===== config.mk =====
export PLATFORM = sky130hd
export DESIGN_NAME = cbf_top
export DESIGN_NICKNAME = d
export VERILOG_FILES = /design/src/core/cbf_pkg.sv /design/src/core/cbf_ahb_front.sv /design/src/core/cbf_filter_bank.sv /design/src/core/cbf_top.sv
export SDC_FILE = /design/constraint.sdc
export NUM_CORES = 2
export LEC_CHECK = 0
export ABC_AREA = 1
export BUFFER_PORTS_ARGS = -buffer_cell sky130_fd_sc_hd__buf_2
export CAP_MARGIN = 20
export CORE_MARGIN = 10
export CORE_UTILIZATION = 31
export DETAILED_ROUTE_END_ITERATION = 6
export GPL_ROUTABILITY_DRIVEN = 1
export PLACE_DENSITY_LB_ADDON = 0.1
export SLEW_MARGIN = 20
export SYNTH_ARGS = -nofsm -noshare
export SYNTH_HDL_FRONTEND = slang
export SYNTH_SLANG_ARGS = --single-unit

===== constraint.sdc =====
create_clock -name hclk -period 3.69 [get_ports hclk]
set_input_delay 0.5535 -clock hclk [delete_from_list [all_inputs] [get_ports hclk]]
set_output_delay 0.5535 -clock hclk [all_outputs]
set_load 0.01 [all_outputs]

===== src/core/cbf_pkg.sv =====
// Constants and types shared by the CAN buffer and filter register block
package cbf_pkg;

    // Functional modes of the controller
    typedef enum logic [1:0] {
        CBF_MODE0 = 2'b00,
        CBF_MODE1 = 2'b01,
        CBF_MODE2 = 2'b10
    } cbf_mode_e;

    // Sizes
    localparam int NUM_BUF = 6;
    localparam int NUM_FILT = 16;
    localparam int NUM_FILT_BASE = 6;
    localparam int NUM_DATA = 8;

    // Global register byte addresses
    localparam logic [11:0] OFF_MODE = 12'h000;
    localparam logic [11:0] OFF_BSEL = 12'h004;

    // Buffer window: base, end and offsets within one buffer
    localparam logic [11:0] BUF_BASE = 12'h100;
    localparam logic [11:0] BUF_END = 12'h280;
    localparam logic [5:0] BOFF_EIDH = 6'h00;
    localparam logic [5:0] BOFF_EIDL = 6'h04;
    localparam logic [5:0] BOFF_DATA0 = 6'h08;
    localparam logic [5:0] BOFF_DATA7 = 6'h24;
    localparam logic [5:0] BOFF_LEN = 6'h28;
    localparam logic [5:0] BOFF_CTRL = 6'h2c;

    // Filter window: base, end and offsets within one filter
    localparam logic [11:0] FILT_BASE = 12'h400;
    localparam logic [11:0] FILT_END = 12'h500;
    localparam logic [3:0] FOFF_SIDH = 4'h0;
    localparam logic [3:0] FOFF_SIDL = 4'h4;
    localparam logic [3:0] FOFF_EIDH = 4'h8;

    // Field positions
    localparam int BSEL_DIR_LSB = 2;
    localparam int LEN_REMOTE_BIT = 6;
    localparam int CTRL_REQ_BIT = 0;
    localparam int CTRL_EXT_BIT = 1;
    localparam int SIDL_EXT_SEL_BIT = 3;

    // Reset values and code limits
    localparam logic [5:0] BSEL_RESET = 6'h00;
    localparam logic [3:0] DLC_MAX = 4'h8;
endpackage


===== src/core/cbf_ahb_front.sv =====
// AHB-Lite slave front end: zero-wait register read and write strobes
`timescale 1ns/1ps
module cbf_ahb_front (
    input wire logic hclk,
    input wire logic hresetn,
    input wire logic hsel,
    input wire logic [31:0] haddr,
    input wire logic [1:0] htrans,
    input wire logic hwrite,
    input wire logic [2:0] hsize,
    input wire logic hready,
    input wire logic [31:0] hwdata,
    output logic hreadyout,
    output logic hresp,
    output logic [31:0] hrdata,
    output logic wr_en,
    output logic [11:0] wr_addr,
    output logic [7:0] wr_data,
    output logic [11:0] rd_addr,
    input wire logic [31:0] rd_data
);
    logic pend_wr;
    logic pend_rd;
    logic [11:0] pend_addr;

    // Only whole-word NONSEQ or SEQ transfers are taken
    wire take = hsel && htrans[1] && hready && (hsize == 3'b010);

    // Address phase capture
    always_ff @(posedge hclk or negedge hresetn) begin
        if (!hresetn) begin
            pend_wr <= 1'b0;
            pend_rd <= 1'b0;
            pend_addr <= 12'h000;
        end else if (hready) begin
            pend_wr <= take && hwrite;
            pend_rd <= take && !hwrite;
            pend_addr <= haddr[11:0];
        end
    end

    // Data phase strobes, always OKAY and never stalled
    assign hreadyout = 1'b1;
    assign hresp = 1'b0;
    assign wr_en = pend_wr;
    assign wr_addr = pend_addr;
    assign wr_data = hwdata[7:0];
    assign rd_addr = pend_addr;
    assign hrdata = pend_rd ? rd_data : 32'h0000_0000;
endmodule // cbf_ahb_front


===== src/core/cbf_filter_bank.sv =====
// Sixteen acceptance filter identifier registers
`timescale 1ns/1ps
module cbf_filter_bank (
    input wire logic hclk,
    input wire logic hresetn,
    input wire logic mode_ok,
    input wire logic wr_en,
    input wire logic [11:0] wr_addr,
    input wire logic [7:0] wr_data,
    input wire logic [11:0] rd_addr,
    input wire logic frame_extended,
    output logic rd_hit,
    output logic [7:0] rd_byte,
    output logic [15:0] filt_ext_sel,
    output logic [15:0] filt_present,
    output logic [15:0] filt_type_ok
);
    logic [7:0] f_sidh [cbf_pkg::NUM_FILT];
    logic [4:0] f_sidl [cbf_pkg::NUM_FILT];
    logic [7:0] f_eidh [cbf_pkg::NUM_FILT];

    function automatic logic f_hit(input logic [11:0] a);
        return (a >= cbf_pkg::FILT_BASE) && (a < cbf_pkg::FILT_END);
    endfunction

    // [RL14] Upper filters only in modes 1 and 2
    always_comb begin
        for (int i = 0; i < cbf_pkg::NUM_FILT; i++) begin
            filt_present[i] = mode_ok || (i < cbf_pkg::NUM_FILT_BASE);
        end
    end

    wire [3:0] w_idx = wr_addr[7:4];
    wire w_ok = wr_en && f_hit(wr_addr) && filt_present[w_idx];
    wire [3:0] r_idx = rd_addr[7:4];
    assign rd_hit = f_hit(rd_addr);

    // [RL10] [RL11] [RL15] Identifier storage
    always_ff @(posedge hclk) begin
        if (w_ok && wr_addr[3:0] == cbf_pkg::FOFF_SIDH) f_sidh[w_idx] <= wr_data;
        if (w_ok && wr_addr[3:0] == cbf_pkg::FOFF_SIDL)
            f_sidl[w_idx] <= {wr_data[7:5], wr_data[1:0]};
        if (w_ok && wr_addr[3:0] == cbf_pkg::FOFF_EIDH) f_eidh[w_idx] <= wr_data;
    end

    // [RL12] Extended-select flag
    always_ff @(posedge hclk or negedge hresetn) begin
        if (!hresetn) begin
            filt_ext_sel <= 16'h0000;
        end else if (w_ok && wr_addr[3:0] == cbf_pkg::FOFF_SIDL) begin
            filt_ext_sel[w_idx] <= wr_data[cbf_pkg::SIDL_EXT_SEL_BIT];
        end
    end

    // [RL12] Frame type acceptance per filter
    assign filt_type_ok = filt_present & (frame_extended ? filt_ext_sel : ~filt_ext_sel);

    // [RL11] Low byte packs with bits 4 and 2 zero
    wire [7:0] sidl_view = {f_sidl[r_idx][4:2], 1'b0, filt_ext_sel[r_idx], 1'b0,
                            f_sidl[r_idx][1:0]};
    assign rd_byte = !(rd_hit && filt_present[r_idx]) ? 8'h00 :
                     (rd_addr[3:0] == cbf_pkg::FOFF_SIDH) ? f_sidh[r_idx] :
                     (rd_addr[3:0] == cbf_pkg::FOFF_SIDL) ? sidl_view :
                     (rd_addr[3:0] == cbf_pkg::FOFF_EIDH) ? f_eidh[r_idx] : 8'h00;

    property p_filt_sidl_gaps;
        @(posedge hclk) disable iff (!hresetn)
        (rd_hit && rd_addr[3:0] == cbf_pkg::FOFF_SIDL)
            |-> (rd_byte[4] == 1'b0 && rd_byte[2] == 1'b0);
    endproperty
    a_filt_sidl_gaps: assert property (p_filt_sidl_gaps) // [RL11]
        else $error("filter low byte gap bits set");

    property p_filt_upper_absent;
        @(posedge hclk) disable iff (!hresetn)
        (!mode_ok && rd_hit && r_idx >= 4'h6) |-> (rd_byte == 8'h00);
    endproperty
    a_filt_upper_absent: assert property (p_filt_upper_absent) // [RL14]
        else $error("upper filter seen in mode 0");

    property p_filt_type;
        @(posedge hclk) disable iff (!hresetn)
        (w_ok && wr_addr[3:0] == cbf_pkg::FOFF_SIDL)
            |=> (filt_type_ok[$past(w_idx)] == (frame_extended == $past(wr_data[3])));
    endproperty
    a_filt_type: assert property (p_filt_type) // [RL12]
        else $error("filter type selection wrong");
endmodule // cbf_filter_bank


===== src/core/cbf_top.sv =====
// CAN message buffer and acceptance filter register block on AHB-Lite
// Functional notes
// [RL1] Bits 7-2 select transmit per buffer; 1-0 zero
// [RL2] Buffer registers exist only in modes 1, 2
// [RL3] Data bytes read-only receiving, writable transmitting
// [RL4] Extended identifier bytes follow same access split
// [RL5] Receive stores remote flag in length bit 6
// [RL6] Receive length bits 7, 5, 4 read zero
// [RL7] Length codes above eight are reserved
// [RL8] Transmit length bit 6 drives remote flag
// [RL9] Transmit length: only remote and code writable
// [RL10] Filter high byte holds upper identifier bits
// [RL11] Filter low byte packing, bits 4, 2 zero
// [RL12] Filter bit 3 selects extended or standard frames
// [RL13] Mode 0 software sets filter select explicitly
// [RL14] Filters 6 to 15 only in modes 1, 2
// [RL15] Filter extended middle byte is read/write
// [RL16] Buffer extended flag marks extended frame
// [RL17] Pending or busy transmit buffer is read-only; the control request bit stays writable while pending or busy
// [RL18] Buffer contents have no reset value
`timescale 1ns/1ps
module cbf_top (
    input wire logic hclk,
    input wire logic hresetn,
    input wire logic hsel,
    input wire logic [31:0] haddr,
    input wire logic [1:0] htrans,
    input wire logic hwrite,
    input wire logic [2:0] hsize,
    input wire logic hready,
    input wire logic [31:0] hwdata,
    output logic hreadyout,
    output logic hresp,
    output logic [31:0] hrdata,
    input wire logic rx_store,
    input wire logic [2:0] rx_buf,
    input wire logic [15:0] rx_ext_id,
    input wire logic [63:0] rx_data,
    input wire logic [3:0] rx_dlc,
    input wire logic rx_remote,
    input wire logic rx_extended,
    input wire logic [5:0] tx_busy,
    input wire logic [5:0] tx_done,
    input wire logic [2:0] tx_sel,
    output logic [5:0] transmit_request,
    output logic [15:0] tx_ext_id,
    output logic [63:0] tx_data,
    output logic [3:0] tx_dlc,
    output logic [3:0] tx_byte_count,
    output logic tx_remote,
    output logic tx_extended,
    output logic [15:0] filt_ext_sel,
    output logic [15:0] filt_type_ok
);
    cbf_pkg::cbf_mode_e mode;
    logic [5:0] buffer_tx_direction_bits;
    logic [5:0] next_transmit_request;

    // Buffer contents, deliberately without reset
    logic [7:0] buf_eid_hi [cbf_pkg::NUM_BUF];
    logic [7:0] buf_eid_lo [cbf_pkg::NUM_BUF];
    logic [7:0] buf_data [cbf_pkg::NUM_BUF][cbf_pkg::NUM_DATA];
    logic [3:0] buf_dlc [cbf_pkg::NUM_BUF];
    logic buf_remote [cbf_pkg::NUM_BUF];
    logic buf_extended [cbf_pkg::NUM_BUF];

    logic wr_en;
    logic [11:0] wr_addr;
    logic [7:0] wr_data;
    logic [11:0] rd_addr;
    logic [31:0] rd_data;
    logic f_hit;
    logic [7:0] f_byte;
    logic [15:0] filt_present;

    // Address inside the buffer window
    function automatic logic buf_hit(input logic [11:0] a);
        return (a >= cbf_pkg::BUF_BASE) && (a < cbf_pkg::BUF_END);
    endfunction

    // Buffer number from an address in the window
    function automatic logic [2:0] buf_idx(input logic [11:0] a);
        logic [11:0] r;
        r = a - cbf_pkg::BUF_BASE;
        return r[8:6];
    endfunction

    // Offset addresses one of the eight data bytes
    function automatic logic data_hit(input logic [5:0] off);
        return (off >= cbf_pkg::BOFF_DATA0) && (off <= cbf_pkg::BOFF_DATA7);
    endfunction

    // Data byte number from a buffer offset
    function automatic logic [2:0] data_slot(input logic [5:0] off);
        logic [5:0] s;
        s = off - cbf_pkg::BOFF_DATA0;
        return s[4:2];
    endfunction

    // [RL7] Length code to byte count, reserved codes give eight
    function automatic logic [3:0] dlc_bytes(input logic [3:0] d);
        return (d > cbf_pkg::DLC_MAX) ? cbf_pkg::DLC_MAX : d;
    endfunction

    cbf_ahb_front u_front (
        .hclk(hclk),
        .hresetn(hresetn),
        .hsel(hsel),
        .haddr(haddr),
        .htrans(htrans),
        .hwrite(hwrite),
        .hsize(hsize),
        .hready(hready),
        .hwdata(hwdata),
        .hreadyout(hreadyout),
        .hresp(hresp),
        .hrdata(hrdata),
        .wr_en(wr_en),
        .wr_addr(wr_addr),
        .wr_data(wr_data),
        .rd_addr(rd_addr),
        .rd_data(rd_data)
    );

    // [RL2] Buffer registers present in modes 1 and 2
    wire mode_ok = (mode != cbf_pkg::CBF_MODE0);

    cbf_filter_bank u_filters (
        .hclk(hclk),
        .hresetn(hresetn),
        .mode_ok(mode_ok),
        .wr_en(wr_en),
        .wr_addr(wr_addr),
        .wr_data(wr_data),
        .rd_addr(rd_addr),
        .frame_extended(rx_extended),
        .rd_hit(f_hit),
        .rd_byte(f_byte),
        .filt_ext_sel(filt_ext_sel),
        .filt_present(filt_present),
        .filt_type_ok(filt_type_ok)
    );

    // Write side decode
    wire [2:0] w_buf = buf_idx(wr_addr);
    wire [5:0] w_off = wr_addr[5:0];
    wire w_hit = wr_en && mode_ok && buf_hit(wr_addr);
    // [RL3] [RL4] [RL17] Writes only to idle transmit buffers
    wire w_open = buffer_tx_direction_bits[w_buf] && !transmit_request[w_buf] && !tx_busy[w_buf];
    wire sw_buf_wr = w_hit && w_open;
    wire ctrl_wr = w_hit && (w_off == cbf_pkg::BOFF_CTRL) && buffer_tx_direction_bits[w_buf];

    // Receive capture only into receive-mode buffers
    wire rx_ok = rx_buf < 3'(cbf_pkg::NUM_BUF);
    wire rx_take = rx_store && mode_ok && rx_ok && !buffer_tx_direction_bits[rx_buf];

    // Mode register, reserved mode code ignored
    always_ff @(posedge hclk or negedge hresetn) begin
        if (!hresetn) begin
            mode <= cbf_pkg::CBF_MODE0;
        end else if (wr_en && wr_addr == cbf_pkg::OFF_MODE && wr_data[1:0] != 2'b11) begin
            mode <= cbf_pkg::cbf_mode_e'(wr_data[1:0]);
        end
    end

    // [RL1] Buffer direction select register
    always_ff @(posedge hclk or negedge hresetn) begin
        if (!hresetn) begin
            buffer_tx_direction_bits <= cbf_pkg::BSEL_RESET;
        end else if (wr_en && wr_addr == cbf_pkg::OFF_BSEL) begin
            buffer_tx_direction_bits <= wr_data[7:cbf_pkg::BSEL_DIR_LSB];
        end
    end

    // Request flags: software write beats completion
    always_comb begin
        for (int n = 0; n < cbf_pkg::NUM_BUF; n++) begin
            if (!buffer_tx_direction_bits[n] || !mode_ok) begin
                next_transmit_request[n] = 1'b0;
            end else if (ctrl_wr && w_buf == 3'(n)) begin
                next_transmit_request[n] = wr_data[cbf_pkg::CTRL_REQ_BIT];
            end else if (tx_done[n]) begin
                next_transmit_request[n] = 1'b0;
            end else begin
                next_transmit_request[n] = transmit_request[n];
            end
        end
    end

    always_ff @(posedge hclk or negedge hresetn) begin
        if (!hresetn) begin
            transmit_request <= 6'h00;
        end else begin
            transmit_request <= next_transmit_request;
        end
    end

    // [RL18] Buffer storage from receiver and software
    always_ff @(posedge hclk) begin
        // [RL5] [RL16] Received frame capture
        if (rx_take) begin
            buf_eid_hi[rx_buf] <= rx_ext_id[15:8];
            buf_eid_lo[rx_buf] <= rx_ext_id[7:0];
            for (int k = 0; k < cbf_pkg::NUM_DATA; k++) begin
                buf_data[rx_buf][k] <= rx_data[8*k +: 8];
            end
            buf_dlc[rx_buf] <= rx_dlc;
            buf_remote[rx_buf] <= rx_remote;
            buf_extended[rx_buf] <= rx_extended;
        end
        // [RL4] Identifier bytes
        if (sw_buf_wr && w_off == cbf_pkg::BOFF_EIDH) buf_eid_hi[w_buf] <= wr_data;
        if (sw_buf_wr && w_off == cbf_pkg::BOFF_EIDL) buf_eid_lo[w_buf] <= wr_data;
        // [RL3] Data bytes
        if (sw_buf_wr && data_hit(w_off)) buf_data[w_buf][data_slot(w_off)] <= wr_data;
        // [RL8] [RL9] Only remote and length code stored
        if (sw_buf_wr && w_off == cbf_pkg::BOFF_LEN) begin
            buf_remote[w_buf] <= wr_data[cbf_pkg::LEN_REMOTE_BIT];
            buf_dlc[w_buf] <= wr_data[3:0];
        end
        // [RL16] Extended frame flag
        if (sw_buf_wr && w_off == cbf_pkg::BOFF_CTRL) begin
            buf_extended[w_buf] <= wr_data[cbf_pkg::CTRL_EXT_BIT];
        end
    end

    // Read side decode
    wire [2:0] r_buf = buf_idx(rd_addr);
    wire [5:0] r_off = rd_addr[5:0];
    wire r_hit = mode_ok && buf_hit(rd_addr);
    // [RL6] [RL9] Length view, bits 7, 5, 4 zero
    wire [7:0] len_view = {1'b0, buf_remote[r_buf], 2'b00, buf_dlc[r_buf]};
    wire [7:0] ctrl_view = {6'h00, buf_extended[r_buf], transmit_request[r_buf]};
    wire [7:0] r_byte = (r_off == cbf_pkg::BOFF_EIDH) ? buf_eid_hi[r_buf] :
                        (r_off == cbf_pkg::BOFF_EIDL) ? buf_eid_lo[r_buf] :
                        data_hit(r_off) ? buf_data[r_buf][data_slot(r_off)] :
                        (r_off == cbf_pkg::BOFF_LEN) ? len_view :
                        (r_off == cbf_pkg::BOFF_CTRL) ? ctrl_view : 8'h00;

    // [RL1] [RL2] Register read mux, unmapped reads zero
    assign rd_data = (rd_addr == cbf_pkg::OFF_MODE) ? {30'h0, mode} :
                     (rd_addr == cbf_pkg::OFF_BSEL) ? {24'h0, buffer_tx_direction_bits, 2'b00} :
                     r_hit ? {24'h0, r_byte} :
                     f_hit ? {24'h0, f_byte} : 32'h0000_0000;

    // Frame fields of the selected buffer for the transmitter
    wire sel_ok = tx_sel < 3'(cbf_pkg::NUM_BUF);
    always_ff @(posedge hclk or negedge hresetn) begin
        if (!hresetn) begin
            tx_ext_id <= 16'h0000;
            tx_data <= 64'h0;
            tx_dlc <= 4'h0;
            tx_byte_count <= 4'h0;
            tx_remote <= 1'b0;
            tx_extended <= 1'b0;
        end else if (sel_ok) begin
            tx_ext_id <= {buf_eid_hi[tx_sel], buf_eid_lo[tx_sel]};
            for (int k = 0; k < cbf_pkg::NUM_DATA; k++) begin
                tx_data[8*k +: 8] <= buf_data[tx_sel][k];
            end
            tx_dlc <= buf_dlc[tx_sel];
            // [RL7] Byte count from length code
            tx_byte_count <= dlc_bytes(buf_dlc[tx_sel]);
            // [RL8] Remote flag to outgoing frame
            tx_remote <= buf_remote[tx_sel];
            tx_extended <= buf_extended[tx_sel];
        end
    end

    property p_bsel_view;
        @(posedge hclk) disable iff (!hresetn)
        (rd_addr == cbf_pkg::OFF_BSEL)
            |-> (rd_data[1:0] == 2'b00 && rd_data[7:2] == buffer_tx_direction_bits);
    endproperty
    a_bsel_view: assert property (p_bsel_view) // [RL1]
        else $error("buffer select read wrong");

    property p_mode0_absent;
        @(posedge hclk) disable iff (!hresetn)
        (mode == cbf_pkg::CBF_MODE0 && buf_hit(rd_addr)) |-> (rd_data == 32'h0000_0000);
    endproperty
    a_mode0_absent: assert property (p_mode0_absent) // [RL2]
        else $error("buffer visible in mode 0");

    // Data slot of the write address
    wire [2:0] w_slot = data_slot(w_off);

    property p_write_gate;
        @(posedge hclk) disable iff (!hresetn)
        (w_hit && data_hit(w_off) && !w_open && !rx_take)
            |=> (buf_data[$past(w_buf)][$past(w_slot)] == $past(buf_data[w_buf][w_slot]));
    endproperty
    a_write_gate: assert property (p_write_gate) // [RL3]
        else $error("write into locked buffer");

    property p_rx_remote;
        @(posedge hclk) disable iff (!hresetn)
        (rx_take && rx_buf == tx_sel) ##1 (tx_sel == $past(tx_sel))
            |=> (tx_remote == $past(rx_remote, 2));
    endproperty
    a_rx_remote: assert property (p_rx_remote) // [RL5]
        else $error("received remote flag lost");

    property p_len_zero_bits;
        @(posedge hclk) disable iff (!hresetn)
        (r_hit && r_off == cbf_pkg::BOFF_LEN) |-> (rd_data[7] == 1'b0 && rd_data[5:4] == 2'b00);
    endproperty
    a_len_zero_bits: assert property (p_len_zero_bits) // [RL6]
        else $error("length reserved bits set");

    property p_byte_count;
        @(posedge hclk) disable iff (!hresetn)
        (tx_byte_count <= cbf_pkg::DLC_MAX)
            && ((tx_dlc <= cbf_pkg::DLC_MAX) == (tx_byte_count == tx_dlc));
    endproperty
    a_byte_count: assert property (p_byte_count) // [RL7]
        else $error("byte count mapping wrong");

    property p_tx_remote_write;
        @(posedge hclk) disable iff (!hresetn)
        (sw_buf_wr && w_off == cbf_pkg::BOFF_LEN && w_buf == tx_sel) ##1 (tx_sel == $past(tx_sel))
            |=> (tx_remote == $past(wr_data[6], 2) && tx_dlc == $past(wr_data[3:0], 2));
    endproperty
    a_tx_remote_write: assert property (p_tx_remote_write) // [RL8]
        else $error("transmit length not applied");

    property p_tx_ext_flag;
        @(posedge hclk) disable iff (!hresetn)
        (sw_buf_wr && w_off == cbf_pkg::BOFF_CTRL && w_buf == tx_sel) ##1 (tx_sel == $past(tx_sel))
            |=> (tx_extended == $past(wr_data[cbf_pkg::CTRL_EXT_BIT], 2));
    endproperty
    a_tx_ext_flag: assert property (p_tx_ext_flag) // [RL16]
        else $error("extended frame flag lost");

    property p_pending_locks;
        @(posedge hclk) disable iff (!hresetn)
        (transmit_request[tx_sel] && sel_ok)
            |=> ($stable(tx_ext_id) || !transmit_request[$past(tx_sel)]
                 || tx_sel != $past(tx_sel) || $past(rx_take));
    endproperty
    a_pending_locks: assert property (p_pending_locks) // [RL17]
        else $error("pending buffer changed");
endmodule // cbf_top


# == After elaboration in Yosys (flattened, before gate mapping) ==
# Memories as Yosys holds them, arrays and structs flattened. A register that Yosys moved wholly into a read port is not among the register bits.
# Index checks and enable logic that the tools add are counted.
# Widths: inputs -> output; s select.
# totals
register_bits,52
ram_bits,852
inputBits,179
output_inout_bits,162
wordCells,202
memories,9
# classes
addsub,2
order_cmp,15
eq_ne,13
n_mux,72
bitwise_logic,3
reduce_logical,74
# mem_list
name,depth,word_bits,read_ports,rd_clocked_by_memory_dff,wr,line_no,rtl
buf_data,6,64,2,1,2,cbf_top.sv:62,logic [7:0] buf_data [cbf_pkg::NUM_BUF][cbf_pkg::NUM_DATA];
u_filters.f_eidh,16,8,1,0,1,cbf_filter_bank.sv:20,logic [7:0] f_eidh [cbf_pkg::NUM_FILT];
u_filters.f_sidh,16,8,1,0,1,cbf_filter_bank.sv:18,logic [7:0] f_sidh [cbf_pkg::NUM_FILT];
u_filters.f_sidl,16,5,1,0,1,cbf_filter_bank.sv:19,logic [4:0] f_sidl [cbf_pkg::NUM_FILT];
buf_eid_hi,6,8,2,1,2,cbf_top.sv:60,logic [7:0] buf_eid_hi [cbf_pkg::NUM_BUF];
buf_eid_lo,6,8,2,1,2,cbf_top.sv:61,logic [7:0] buf_eid_lo [cbf_pkg::NUM_BUF];
3 more memories,-,-,-,-,-,-,
# op_table
operator,count
$mux 8,15
$mux 64,1
$mux 1,42
$logic_and 1x1->1,41
$bmux 8 s3,1
$demux 8 s3,1
$reduce_bool 3->1,6
$and 16x16->16,1
$bwmux 16,1
$logic_not 1->1,16
$mux 16,1
$not 16->16,1
$bmux 1 s3,4
$eq 12x3->1 const B,1
$eq 6x6->1 const B,2
$ge 12x11->1 const B,1
$ge 12x9->1 const B,1
$logic_not 12->1,1
$lt 12x10->1 const B,1
$lt 12x11->1 const B,1
$eq 3x2->1 const B,3
$sub 9x9->9 const B,1
$bmux 1 s4,2
$lt 3x4->1 const B,2
25 further kinds,32

# == Longest topological paths before layout ==
# depth
depth_word,12
ltp_mapped,18

# == Cells and area by module ==
# From an unflattened synthesis, not the netlist that was laid out.
# hier_totals
hier_cells,5947
area_unflattened_um2,52044.9
# modules_own_cells
module,n_inst,cells_each,area_each_um2,seq_area_each_um2
cbf_top,1,4382,35786.8,18072.3
cbf_filter_bank,1,1409,15263.4,10490.1
cbf_ahb_front,1,156,994.7,350.3

# == Least setup slack after synthesis ==
# No wires, ideal clock.
# synth_path
path_kind,register -> output
from,register u_front.pend_addr[3] (netlist: u_front.rd_addr[3])
to,output port hrdata[3]
arrival_ns,2.147
t_required_ns,3.137
slack_ns,0.989
path_stages_with_launch,13
path_buffers,1
cell_sequence,dfrtp_1 > nor2_1 > inv_1 > nor2_1 > inv_2 > nor2_1 > inv_2 > clkbuf_1 > a21oi_1 > o21ai_0 > nand2_1 > nand2_1 > a21oi_1
# synth_via
elab_chain_len,12
# synth_lines
element,line_no,rtl
"start, declared",cbf_ahb_front.sv:24,logic [11:0] pend_addr;
"start signal, assigned",cbf_ahb_front.sv:38,pend_addr <= haddr[11:0];
$sub 9x9->9 / $sub 5x4->5 (equally long branches),-,
$mem_v2 6x64 / $not 3->4 (equally long branches),-,
$bmux 8 s3,cbf_top.sv:236,data_hit(r_off) ? buf_data[r_buf][data_slot(r_off)] :
$mux 8 (implied by the code) (2 in a row),cbf_top.sv:236,
$mux 8,cbf_top.sv:236,
$mux 8,cbf_top.sv:235,(r_off == cbf_pkg::BOFF_EIDL) ? buf_eid_lo[r_buf] :
$mux 8,cbf_top.sv:234,wire [7:0] r_byte = (r_off == cbf_pkg::BOFF_EIDH) ? buf_eid_hi[r_buf] :
$mux 8,cbf_top.sv:243,"r_hit ? {24'h0, r_byte} :"
$mux 8,cbf_top.sv:242,"(rd_addr == cbf_pkg::OFF_BSEL) ? {24'h0, buffer_tx_direction_bits, 2'b00} :"
$mux 8 (*),cbf_top.sv:241,"assign rd_data = (rd_addr == cbf_pkg::OFF_MODE) ? {30'h0, mode} :"
$mux 8 (*),cbf_ahb_front.sv:49,assign hrdata = pend_rd ? rd_data : 32'h0000_0000;
"end, declared",cbf_top.sv:34,"output logic [31:0] hrdata,"
# Every way passes the cells marked *; elsewhere a longest branch is shown, timed or not. The select of a mux whose other input is x is not followed.

# == Worst setup path in the final report ==
# layout_path
from,register u_front.pend_addr[6] (netlist: u_front.rd_addr[6])
to,output port hrdata[2]
# layout_via
elab_chain_len,12
# layout_lines
element,line_no,rtl
$sub 9x9->9,cbf_top.sv:84,r = a - cbf_pkg::BUF_BASE;
$mem_v2 6x64,-,
$bmux 8 s3,cbf_top.sv:236,
$mux 8 (implied by the code) (2 in a row),cbf_top.sv:236,
$mux 8,cbf_top.sv:236,
$mux 8,cbf_top.sv:235,
$mux 8,cbf_top.sv:234,
$mux 8,cbf_top.sv:243,
$mux 8,cbf_top.sv:242,
$mux 8 (*),cbf_top.sv:241,
$mux 8 (*),cbf_ahb_front.sv:49,
# Marked as above.

==> qor.yml <==
setup_tns_ns: -1.95
ys_top_cells_by_count: "nand2_1 (1369), edfxtp_1 (852), o21ai_0 (815)"
synth_edf_count: 852
die_w_um: 417
max_freq_mhz: 249
ys_ff_latch: 985
required_ns: 3.14
drive_above_1_share_pct: 19.7
violations: "negative setup slack"
cp.arrival_ns: 3.46
path_class: "flop to output pin"
start_util_pct: 31.2
grt_max_degree: 117
timing.hold.ws_ns: 0.0562
viasPerCell: 5.44
status: "complete, but fails checks"
drt_iter0_markers: 4738
hold_class: "input port to flop"
detail_route.wl_per_cell_um: 28.0
maxSlewHeadroom_pct: 26.2
overflow: 0
clock_path_buffers: 3
cts_tree: "yes"
track_usage_pct: 24.3
async_reset_ff_share_pct: 13.5
io_buffers: 269
syn_inst: 5216
p_per_area_nw_per_um2: 463
synth_top_cells_by_area: "edfxtp_1 (52%), nand2_1 (11%), o21ai_0 (8.4%)"
yosysWarnings: 0
core_um2: 156000
fin_nets: 5838
synth.most_common_cell: "nand2_1"
chipHeight_um: 417
place_congestion: 0.878
r2r-start: "u_front.rd_addr[6]$_DFFE_PN0P_"
min_from: "haddr[8]"
cts_sinks: 985
hold_violations: 0
final_util_pct: 38.7
clock_latency_ns: 0.76
synth_top_flop_cell: "edfxtp_1"
worstMarginPinSlew_ns: 1.11
cts.htree.levels: 3
hpwl_um: 146000
pin_count: 341
syn-cell-area_um2: 48800
pre_cts_slack_ns: -0.0261
clk_pin_slew_ns: 0.06
dr.pass1.iters: 6
routed_wl_um: 219000
start_kind: "flop"
finalClockSkew_ns: 0.0396
timing.final.crit_share_pct: 109
drc: 0
grt_pass1_wl_um: 309000
postRouteAntennaNets: 0
synth_top_cell_by_area: "edfxtp_1"
route.vias.total: 42552
end_kind: "output pin"
antenna_found_initial: 27
final_max_slew_viol_count: 0
rsz0062_at_grt: "true"
setup_ws_ns: -0.322
clk_root_buffer_cell: "clkbuf_16"
synthToLayoutAreaGrowth_pct: 23.9
synth.top_cell.area_share_pct: 52.4
grt_pass1_vias: 40136
power.leakage_nw: 23.7
syn-mean-instance-area_um2: 9.36
dieArea_um2: 174000
yosysSeqAreaShare_pct: 59.2
crit_start: "u_front.rd_addr[6]$_DFFE_PN0P_"
critical_path_peak_fanout: 7
post-route-min-period_ns: 4.01
rows: 145
cap_violations: 0
ys_types: 53
cts_buffers: 118
peakVddDrop_mv: 0.443
setup_viol: 8
power by group:
group          switching, W  leakage [nW]  total (W)  internal [W]
sequential         0.000148          9.22     0.0124        0.0122
combinational       0.00283          12.7    0.00421       0.00138
clock               0.00490          1.81     0.0114       0.00655
total               0.00787          23.7     0.0280        0.0201
stage by stage:
| step | area, um2 | cells | total power (W) |
|---|---|---|---|
| after floorplan | 48900 | 5240 | 0.0142 |
| after global placement | 54700 | 7523 | 0.0162 |
| after detailed placement | 54700 | 7523 | 0.0163 |
| after CTS | 59900 | 7796 | 0.0281 |
| after global routing | 60400 | 7817 | 0.0289 |
| final | 60500 | 7826 | 0.0280 |
registers in the layout, indices dropped and copies added, names as in the netlist, 12 cells and up:
signal,cells
buf_eid_lo,48
buf_dlc,24
tx_ext_id,16
u_filters.f_sidl,80
u_front.rd_addr,12
buf_data,384
u_filters.f_sidh,128
tx_data,64
buf_eid_hi,48
u_filters.filt_ext_sel,16
u_filters.f_eidh,128
layer usage:
layer	GRT usage, %	wire (um)
met1	33.6	93500
met2	38.7	100000
met3	4.76	18800
met4	6.94	6250
met5	0	135
cell type report:
class / count / area (um2)
flip-flops and latches: 985 / 28900
fillers: 15710 / 95900
clock inverters: 53 / 440
inverters: 200 / 792
well taps: 2058 / 2570
repair buffers: 716 / 6210
diodes: 13 / 32.5
multi-input cells: 3633 / 18200
clock buffers: 168 / 3270
critical path, stage by stage, from the launching register on:
cell      delay, ns
dfrtp_4        0.53
buf_8          0.17
buf_16         0.16
or2_2          0.29
o211ai_1       0.20
nand3_1        0.17
nand2_1        0.10
nand4_1        0.11
buf_4          0.17
nand3_1        0.08
buf_6          0.14
nand3_4        0.11
nand2_4        0.10
nand2_4        0.06
nand2_2        0.11
a21oi_4        0.07
buf_6          0.13
path summary, 6_finish.rpt:
kind                       slack, ns                        endpoint  cells past startpoint
setup / recovery               -0.32                       hrdata[2]                     16
hold / removal                  0.06  u_front.rd_addr[8]$_DFFE_PN0P_                      3
setup reg to reg                0.20       buf_data[2][13]$_DFFE_PP_                     15
hold reg to reg                 0.47  u_front.rd_addr[1]$_DFFE_PN0P_                      2
max in group asynchronous       2.59         tx_data[35]$_DFFE_PN0N_                      3
min in group asynchronous       0.30        tx_ext_id[2]$_DFFE_PN0N_                      2
what timing repair did:
action / 4_1_cts / 5_1_grt
resized for setup: 211 / 91
setup endpoints to repair: 8 / 262
pin swaps: 59 / 55
endpoints found under the hold margin: 41 / 0
buffers inserted: 40 / 18
hold buffers: 6 / 0
gates cloned: 12 / 2
placed cells by master, fill, tap and decap left out, types with 169 or more instances in the layout:
master	instances
nand2_1	1310
edfxtp_1	852
o21ai_0	785
nor2_1	322
buf_4	321
buf_2	259
o21ai_1	180
o22ai_1	176
inv_1	170
a21oi_1	169
logic make-up after synthesis:
| logic type | after synthesis | synth area share [%] |
|---|---|---|
| flops | 985 | 59.2 |
| compound gates | 1585 | 18.2 |
| fa+ha+maj | 5 | 0.128 |
| xor+xnor | 6 | 0.108 |
| buf+inv | 622 | 5.26 |
| other cells | 2 | 0.0154 |
| simple gates | 2011 | 17.1 |
Note: power is estimated with default switching activity, not from simulation.
